File: src/verilog/aux_pin_defs.vh
// Register indices, field positions, reset values and timing for the auxiliary pin block
`ifndef AUX_PIN_DEFS_VH
`define AUX_PIN_DEFS_VH

// ==========================================================================
// Register indices (byte address is four times the index)
// ==========================================================================
`define PIN_CONFIG_INDEX 8'h16
`define PIN_LEVEL_INDEX 8'h17

// ==========================================================================
// Field positions
// ==========================================================================
`define TWO_WIRE_SELECT_BIT 15
`define DIGITAL_SELECT_LSB 8
`define DIRECTION_LSB 0
`define DRIVE_LEVEL_LSB 8
`define INPUT_LEVEL_LSB 0

// ==========================================================================
// Reset values and writable bits
// ==========================================================================
`define PIN_CONFIG_RESET 16'h3F00
`define PIN_LEVEL_RESET 16'h0000
`define PIN_CONFIG_WRITE_MASK 16'hBF3F
`define PIN_LEVEL_WRITE_MASK 16'h3F00

// ==========================================================================
// Timing
// ==========================================================================
`define SYNC_STAGES 3
`define APB_WAIT_STATES 1

`endif

File: src/verilog/pin_input_sync.v
// Three-stage pin synchroniser whose output changes once stages two and three agree
`timescale 1ns/1ps

module pin_input_sync #(
  parameter WIDTH = 6
) (
  input wire pclk,
  input wire presetn,
  input wire [WIDTH-1:0] pin_async,
  output reg [WIDTH-1:0] pin_level
);

  reg [WIDTH-1:0] stage1;
  reg [WIDTH-1:0] stage2;
  reg [WIDTH-1:0] stage3;
  integer i;

  // ========================================================================
  // Stage one is read by stage two only, never by the agreement check
  // ========================================================================
  always @(posedge pclk or negedge presetn)
  begin
    if (!presetn)
    begin
      stage1 <= {WIDTH{1'b0}};
      stage2 <= {WIDTH{1'b0}};
      stage3 <= {WIDTH{1'b0}};
      pin_level <= {WIDTH{1'b0}};
    end
    else
    begin
      stage1 <= pin_async;
      stage2 <= stage1;
      stage3 <= stage2;
      for (i = 0; i < WIDTH; i = i + 1)
      begin
        if (stage2[i] == stage3[i])
        begin
          pin_level[i] <= stage3[i];
        end
      end
    end
  end

endmodule // pin_input_sync

File: src/verilog/aux_pin_level_control.v
// Auxiliary pin drive levels, configuration and input readback behind an APB slave
//
// Register access over APB was decided locally.
`timescale 1ns/1ps
`include "aux_pin_defs.vh"

module aux_pin_level_control #(
  parameter ADDR_WIDTH = 12,
  parameter PIN_COUNT = 6
) (
  input wire pclk,
  input wire presetn,
  input wire psel,
  input wire penable,
  input wire pwrite,
  input wire [ADDR_WIDTH-1:0] paddr,
  input wire [31:0] pwdata,
  input wire [3:0] pstrb,
  output reg [31:0] prdata,
  output reg pready,
  output reg pslverr,
  input wire address_parity_done,
  input wire [PIN_COUNT-1:0] pin_in,
  input wire twc_sda_drive_low,
  input wire twc_scl_drive_low,
  output reg [PIN_COUNT-1:0] pin_out,
  output reg [PIN_COUNT-1:0] pin_oe,
  output reg twc_sda_level,
  output reg twc_scl_level
);

  // ========================================================================
  // Address decode
  // ========================================================================
  function hit;
    input [ADDR_WIDTH-1:0] addr;
    input [7:0] index;
    begin
      hit = (addr == {{(ADDR_WIDTH-10){1'b0}}, index, 2'b00});
    end
  endfunction

  // Merge a write into a 16-bit register honouring byte strobes and writable bits
  function [15:0] merge;
    input [15:0] old_value;
    input [15:0] new_value;
    input [1:0] strobe;
    input [15:0] write_mask;
    reg [15:0] lane_mask;
    begin
      lane_mask = {{8{strobe[1]}}, {8{strobe[0]}}} & write_mask;
      merge = (old_value & ~lane_mask) | (new_value & lane_mask);
    end
  endfunction

  // ========================================================================
  // State
  // ========================================================================
  reg [15:0] pin_config;
  reg [15:0] pin_level_control;
  reg [PIN_COUNT-1:0] input_snapshot;
  reg [15:0] next_pin_config;
  reg [15:0] next_pin_level_control;
  reg [PIN_COUNT-1:0] next_input_snapshot;
  reg [31:0] next_prdata;
  reg next_pready;
  reg next_pslverr;
  reg [PIN_COUNT-1:0] next_pin_out;
  reg [PIN_COUNT-1:0] next_pin_oe;

  wire [PIN_COUNT-1:0] pin_sync;
  wire [PIN_COUNT-1:0] digital_pin_select;
  wire [PIN_COUNT-1:0] pin_direction;
  wire [PIN_COUNT-1:0] pin_drive_level;
  wire two_wire_controller_select;
  wire [PIN_COUNT-1:0] two_wire_pins;
  wire [PIN_COUNT-1:0] pin_input_level;
  wire setup_phase;
  wire access_done;
  wire config_hit;
  wire level_hit;

  assign digital_pin_select = pin_config[`DIGITAL_SELECT_LSB +: PIN_COUNT];
  assign pin_direction = pin_config[`DIRECTION_LSB +: PIN_COUNT];
  assign two_wire_controller_select = pin_config[`TWO_WIRE_SELECT_BIT];
  assign pin_drive_level = pin_level_control[`DRIVE_LEVEL_LSB +: PIN_COUNT];
  // Pins 0 and 1 belong to the two-wire controller while that mode is on
  assign two_wire_pins = {{(PIN_COUNT-2){1'b0}}, {2{two_wire_controller_select}}};

  // Analog pins and the two-wire pins read zero whatever the pin does
  assign pin_input_level = pin_sync & digital_pin_select & ~two_wire_pins;

  assign setup_phase = psel && !penable;
  assign access_done = psel && penable && pready;
  assign config_hit = hit(paddr, `PIN_CONFIG_INDEX);
  assign level_hit = hit(paddr, `PIN_LEVEL_INDEX);

  // ========================================================================
  // Pin input synchroniser
  // ========================================================================
  pin_input_sync #(
    .WIDTH(PIN_COUNT)
  ) u_pin_input_sync (
    .pclk(pclk),
    .presetn(presetn),
    .pin_async(pin_in),
    .pin_level(pin_sync)
  );

  // ========================================================================
  // Input level capture
  // ========================================================================
  // The link decoder strobes at the end of the address parity bit; an APB
  // read of the level register captures at its setup phase, the equivalent
  // point where the address is known. Data stays frozen for the whole read.
  always @*
  begin
    next_input_snapshot = input_snapshot;
    if (address_parity_done || (setup_phase && !pwrite && level_hit))
    begin
      next_input_snapshot = pin_input_level;
    end
  end

  // ========================================================================
  // Register writes
  // ========================================================================
  always @*
  begin
    next_pin_config = pin_config;
    next_pin_level_control = pin_level_control;
    if (access_done && pwrite)
    begin
      if (config_hit)
      begin
        next_pin_config = merge(pin_config, pwdata[15:0], pstrb[1:0],
                                `PIN_CONFIG_WRITE_MASK);
      end
      if (level_hit)
      begin
        // Input level bits are read only, so only bits 13:8 are writable
        next_pin_level_control = merge(pin_level_control, pwdata[15:0], pstrb[1:0],
                                       `PIN_LEVEL_WRITE_MASK);
      end
    end
  end

  // ========================================================================
  // APB answer: one wait state, read data and error registered
  // ========================================================================
  always @*
  begin
    next_pready = 1'b0;
    next_prdata = prdata;
    next_pslverr = 1'b0;
    if (psel && penable && !pready)
    begin
      next_pready = 1'b1;
      next_pslverr = !(config_hit || level_hit);
      next_prdata = 32'h00000000;
      if (!pwrite && config_hit)
      begin
        next_prdata = {16'h0000, pin_config};
      end
      if (!pwrite && level_hit)
      begin
        // Stored drive bits read back even when two-wire mode ignores them
        next_prdata = {16'h0000, pin_level_control};
        next_prdata[`INPUT_LEVEL_LSB +: PIN_COUNT] = input_snapshot;
      end
    end
  end

  // ========================================================================
  // Pin drive
  // ========================================================================
  always @*
  begin
    next_pin_oe = digital_pin_select & pin_direction & ~two_wire_pins;
    next_pin_out = pin_drive_level & next_pin_oe;
    if (two_wire_controller_select)
    begin
      // Open drain: drive low only, release for high
      next_pin_oe[0] = twc_sda_drive_low;
      next_pin_oe[1] = twc_scl_drive_low;
      next_pin_out[0] = 1'b0;
      next_pin_out[1] = 1'b0;
    end
  end

  // ========================================================================
  // Register file
  // ========================================================================
  always @(posedge pclk or negedge presetn)
  begin
    if (!presetn)
    begin
      pin_config <= `PIN_CONFIG_RESET;
      pin_level_control <= `PIN_LEVEL_RESET;
    end
    else
    begin
      pin_config <= next_pin_config;
      pin_level_control <= next_pin_level_control;
    end
  end

  // ========================================================================
  // Input snapshot
  // ========================================================================
  // Cleared by reset; a read still returns the synchroniser output captured at its
  // setup phase, which reset also clears to zeros until stages two and three agree
  always @(posedge pclk or negedge presetn)
  begin
    if (!presetn)
    begin
      input_snapshot <= {PIN_COUNT{1'b0}};
    end
    else
    begin
      input_snapshot <= next_input_snapshot;
    end
  end

  // ========================================================================
  // APB answer flip-flops
  // ========================================================================
  // Ready is registered so the answer never depends combinationally on
  // paddr; the price is one fixed wait state on every transfer
  always @(posedge pclk or negedge presetn)
  begin
    if (!presetn)
    begin
      prdata <= 32'h00000000;
      pready <= 1'b0;
      pslverr <= 1'b0;
    end
    else
    begin
      prdata <= next_prdata;
      pready <= next_pready;
      pslverr <= next_pslverr;
    end
  end

  // ========================================================================
  // Pin drive flip-flops
  // ========================================================================
  // Enable and level change on the same edge, so a pin never drives
  // a stale level for one cycle while it turns round
  always @(posedge pclk or negedge presetn)
  begin
    if (!presetn)
    begin
      pin_out <= {PIN_COUNT{1'b0}};
      pin_oe <= {PIN_COUNT{1'b0}};
    end
    else
    begin
      pin_out <= next_pin_out;
      pin_oe <= next_pin_oe;
    end
  end

  // ========================================================================
  // Two-wire line levels
  // ========================================================================
  // Zero when the mode is off; taken from the agreed synchroniser output
  // so that a short glitch on a line is not seen as a clock or data edge
  // by the two-wire controller
  always @(posedge pclk or negedge presetn)
  begin
    if (!presetn)
    begin
      twc_sda_level <= 1'b0;
      twc_scl_level <= 1'b0;
    end
    else
    begin
      twc_sda_level <= pin_sync[0] & two_wire_controller_select;
      twc_scl_level <= pin_sync[1] & two_wire_controller_select;
    end
  end

endmodule // aux_pin_level_control

File: config.mk
export PLATFORM = sky130hd
export DESIGN_NAME = aux_pin_level_control
export DESIGN_NICKNAME = d
export VERILOG_FILES = /design/src/verilog/pin_input_sync.v /design/src/verilog/aux_pin_level_control.v
export VERILOG_INCLUDE_DIRS = /design/src /design/src/verilog
export SDC_FILE = /design/constraint.sdc
export NUM_CORES = 1
export LEC_CHECK = 0
export BUFFER_PORTS_ARGS = -buffer_cell sky130_fd_sc_hd__buf_2
export CORE_AREA = 2 2 79 81
export CTS_CLUSTER_SIZE = 16
export DETAILED_ROUTE_END_ITERATION = 10
export DIE_AREA = 0 0 81 83
export GPL_TIMING_DRIVEN = 0
export PLACE_DENSITY = 0.92
export SYNTH_ARGS = -nofsm -noshare
export SYNTH_HDL_FRONTEND = slang
export SYNTH_SLANG_ARGS = --single-unit
File: constraint.sdc
create_clock -name pclk -period 3.9 [get_ports pclk]
set_input_delay 0.585 -clock pclk [delete_from_list [all_inputs] [get_ports pclk]]
set_output_delay 0.585 -clock pclk [all_outputs]
set_load 0.05 [all_outputs]
# Word-level counts from Yosys, hierarchy flattened
# Cells that the tools add are included.
dict set report op_classes {
  addsub 0
  mul 0
  div_mod_pow 0
  magnitude_cmp 0
  eq_ne 8
  shift 0
  muxes 6
  bitwise_logic 16
  n_reduce_logical 17
}
# op count
set ops {}
lappend ops {{$and 16x16->16} 3}
lappend ops {{$mux 16} 2}
lappend ops {{$or 16x16->16} 2}
lappend ops {{$and 6x6->6} 5}
lappend ops {{$eq 12x7->1 const B} 2}
lappend ops {{$and 16x14->16} 1}
lappend ops {{$not 14->16} 1}
lappend ops {{$not 16->16} 1}
lappend ops {{$logic_and 1x1->1} 9}
lappend ops {{$eq 1x1->1} 6}
lappend ops {{$not 2->6} 1}
lappend ops {{$logic_not 1->1} 4}
lappend ops {{$mux 2} 2}
lappend ops {{$reduce_and 2->1} 2}
lappend ops {{$and 1x1->1} 2}
lappend ops {{$logic_or 1x1->1} 2}
lappend ops {{$mux 1} 2}
dict set report totals {
  ff_bits 110
  latchBits 0
  ramBits 0
  rom_bits 0
  input_bits 62
  out_inout_bits 48
  elab_cells 66
  memories 0
}

# Depth between registers and ports, before layout
dict set report logic_depth {
  word_depth 5
  mapped_depth 5
  depth_no_buf 4
}

# By module
# From an unflattened synthesis, not the netlist that was laid out.
dict set report unflattened {
  hier_cells 219
  hier_area_um2 3014.1
}
# module n_inst cells_each area_each_um2 seq_area_each_um2
set modules_own_cells {}
lappend modules_own_cells {aux_pin_level_control 1 189 2346.0 1358.8}
lappend modules_own_cells {pin_input_sync 1 30 668.1 600.6}

# Worst setup path after synthesis
# Ideal clock, no wire load.
dict set report synth_timing {
  path_kind {input to register}
  start {input paddr[9]}
  end {register (tool-made name)}
  setup_ps 125
  arrival_ps 1849
  t_required_ps 3775
  slack_ps 1926
  stages 4
  n_path_buf 0
  cell_sequence {nor3b_1 > nand4_2 > nor3b_2 > mux2_2}
}
# item line_no
set synth_rtl {}
lappend synth_rtl {{start: declaration} aux_pin_level_control.v:16} ;# input wire [ADDR_WIDTH-1:0] paddr,

==> results by group <==
Floorplanning
  – Die height: 83 um
  – Initial Util: between 50% and 60%
  – Rows: 28
  – Die width: roughly 81 um
  – Ports: 110
  – Die ar.: just under 7000 um^2
  – Core Area: ~5800 um^2

Synthesis
  – Post-synth ARST share: 100%
  – Synth top area share: 59.6%
  – Register bit count reported by yosys: 78
  – Post-synthesis sequential area ratio: 64.8%
  – Main synth FF type: dfrtp_1
  – Cells after synthesis: roughly 220
  – Number of synthesized flops with an enable pin: 0
  – Cell taking the most area after synthesis: dfrtp_1
  – Post-synth top cells: dfrtp_1, nand2_1, buf_4, mux2_2, mux2i_1
  – Synth warn: 0
  – Library cells used by synthesis: 33
  – Mean Syn Cell Area: ~14 um^2
  – Syn Std Cell Area: 3020 um^2
  – Top cells by area, synth: dfrtp_1, mux2_2, mux2i_1
  – Most common cell in the netlist: dfrtp_1

Clock tree
  – Setup Fix Bufs, Post-CTS: 0
  – Clk slew on worst S/H paths: 0.08 ns
  – Clock Tree Root: clkbuf_8
  – Max clock buf depth: 2
  – H-tree levels: 3
  – CTS tree: done
  – Clock buffers created by TritonCTS: 9
  – Worst skew pair latency: 0.34 ns
  – Post-CTS Resized: 0
  – Clk sink count: slightly below 80
  – CTS Hold Bufs: 0

Timing
  – Final Setup Violations: 0
  – Final hold vios: 0
  – Fin crit period: 2.11 ns
  – RSZ-0062 raised after global routing: false
  – Actual slew at the worst max-slew pin: 0.915 ns
  – Final setup margin: 1.79 ns
  – Highest clock rate: 475 MHz
  – Fin. max-slew vios: 0
  – Relative slew margins: slightly below 40%
  – Setup TNS: 0 ns
  – Tcrit/Tclk final: 54.0%
  – Clock skew: 0.00785 ns

Routing
  – Vias/cell: just under 5
  – Antenna-violating nets left: 0
  – WL/cell: 14.3 um
  – DRT iter0 DRCs: 104
  – Via count: 1,912
  – DRC errors left: 0
  – Pre-Repair DR Iteration Count: 4
  – Final wirelength: ~5700 um

Job
  – Max Cap Viol: 0

Placed design
  – Pre-CTS setup slack: 1.47 ns
  – Hpwl dp: 4050 um
  – GPL Wtd Cong: approximately 0.8
  – Placed cell count: 380
  – Port buffer count: 68

Finish
  – Layout cells sized above 1: roughly 43%
  – Core occupancy in the finished layout: 64.3%
  – Synth-to-layout area growth: 23.6%
  – Final net count: 378
  – Post-route insts no fill: 396
  – FF/Latch Area: 1960 um^2
  – N_diodes: 0
  – Multi-input logic area: 933 um^2
  – Fillers: roughly 460

Worst setup path
  – Worst-path fanout max: 6
  – CP Data Arrival Time: 2.33 ns
  – CP Cell Sequence: buf_2, nor3b_1, nand4_2, nor3b_2, mux2_2
  – Crit path launch type: input port
  – Crit path kind: in2reg
  – Slowest stage cell, crit path: nor3b_2
  – Worst path required time: 4.12 ns
  – Worst setup EP type: flip-flop
  – Top delay family on crit path: simple AND/OR/NAND/NOR gates
  – Crit-path max cell delay: 0.63 ns
  – Buf/Inv on CP: 1

Power and ir drop
  – Power per cell area: roughly 420 nW/um^2
  – NetSw: 0.369 mW
  – Tot Pwr: 1.57 mW
  – Combinational share of power: approximately 7.8%
  – Clk pwr share: 39.0%
  – Leak: ~2.0 nW
  – Seq pwr share: 53.2%
  – Switching share of power: a little under a quarter
  – Cell-internal power: 1.20 mW
  – Peak supply drop: about 0.22 mV

Global routing
  – Vias in the first global route: 1,966
  – First-pass GRT wire length: between 9000 and 10,000 um
  – Largest net degree at the start of global routing: 79
  – GRT Util Overall: 18.3%
  – Initial antenna violation count: 0
  – Grt ovf: 0

Worst hold path
  – Worst hold path class: in2reg

Run status
  – Status: finished, final reports clean
[metrics by stage]
| stage | hold WS [ns] | area (um^2) |
|---|---|---|
| floorplan | 0.289 | 3090 |
| global placement | 0.332 | 3520 |
| detailed placement | 0.335 | 3530 |
| CTS | 0.328 | 3740 |
| global route | 0.326 | 3740 |
| finish | 0.344 | 3740 |
[layout make-up]
type	instances	share of cell area (%)
Clock inverter	4	1.47
Sequential cell	78	52.4
Buffer	25	4.69
Timing Repair Buffer	68	9.17
Multi-Input combinational cell	128	25.0
Clock buffer	12	4.15
Inverter	6	0.603
Tap cell	75	2.51
[path summary, 6_finish.rpt]
| check | slack [ns] | end | cells past startpoint | start |
|---|---|---|---|---|
| min in group asynchronous | 0.39 | pin_oe[0]$_DFF_PN0_ | 1 | presetn |
| worst max register to register | 1.95 | flip-flop | 4 | pready$_DFF_PN0_ |
| worst max-delay path | 1.79 | flip-flop | 5 | paddr[9] |
| max in group asynchronous | 2.93 | input_snapshot[3]$_DFFE_PN0P_ | 1 | presetn |
| worst min register to register | 0.35 | u_pin_input_sync.stage2[5]$_DFF_PN0_ | 0 | u_pin_input_sync.stage1[5]$_DFF_PN0_ |
| worst min-delay path | 0.34 | u_pin_input_sync.stage1[2]$_DFF_PN0_ | 1 | pin_in[2] |
[power by group through the flow]
stage,clock (mW),combinational [mW],sequential (mW)
floorplan,0,0.0761,0.851
global placement,0,0.121,0.848
detailed placement,0,0.123,0.849
CTS,0.628,0.124,0.834
global route,0.665,0.134,0.836
finish,0.611,0.123,0.833
[routing by layer]
| metal | track usage, % | vias to the layer above | share of wire (%) |
|---|---|---|---|
| met3 | 5.33 | 10 | 7.0 |
| met4 | 8.63 | 0 | 1.8 |
| met2 | 29.3 | 75 | 50 |
| met1 | 22.6 | 921 | 41 |
| li1 | - | 906 | - |
| met5 | 0 | - | 0 |
[cell usage in the layout, fill, tap and decap left out, drive strengths merged]
cell type and n:
dfstp 6, nand4 1, maj3 6, clkbuf 15, mux2 21, a31oi 1, and3b 2, nand3 1
nor4 1, or3 1, inv 6, and2 6, conb 19, o41a 1, and4 1, and3 4
and4bb 1, mux2i 16, clkinvlp 1, clkinv 2, nand2 23, buf 90, o21ai 15, nand3b 1
nor3b 5, bufinv 1, dfrtp 72, nand2b 1, nor2 1
[cells by family after synthesis]
kind of cell	Yosys count	share of synthesized area, %
flip-flops	78	64.8
AND/OR/NAND/NOR	49	10.1
multiplexers	37	13.4
buffers and inverters	31	6.54
AO/OA/AOI/OAI	17	3.06
adder cells (fa/ha/maj)	6	1.99
other	1	0.124
Note: power is estimated with default switching activity, not from simulation.
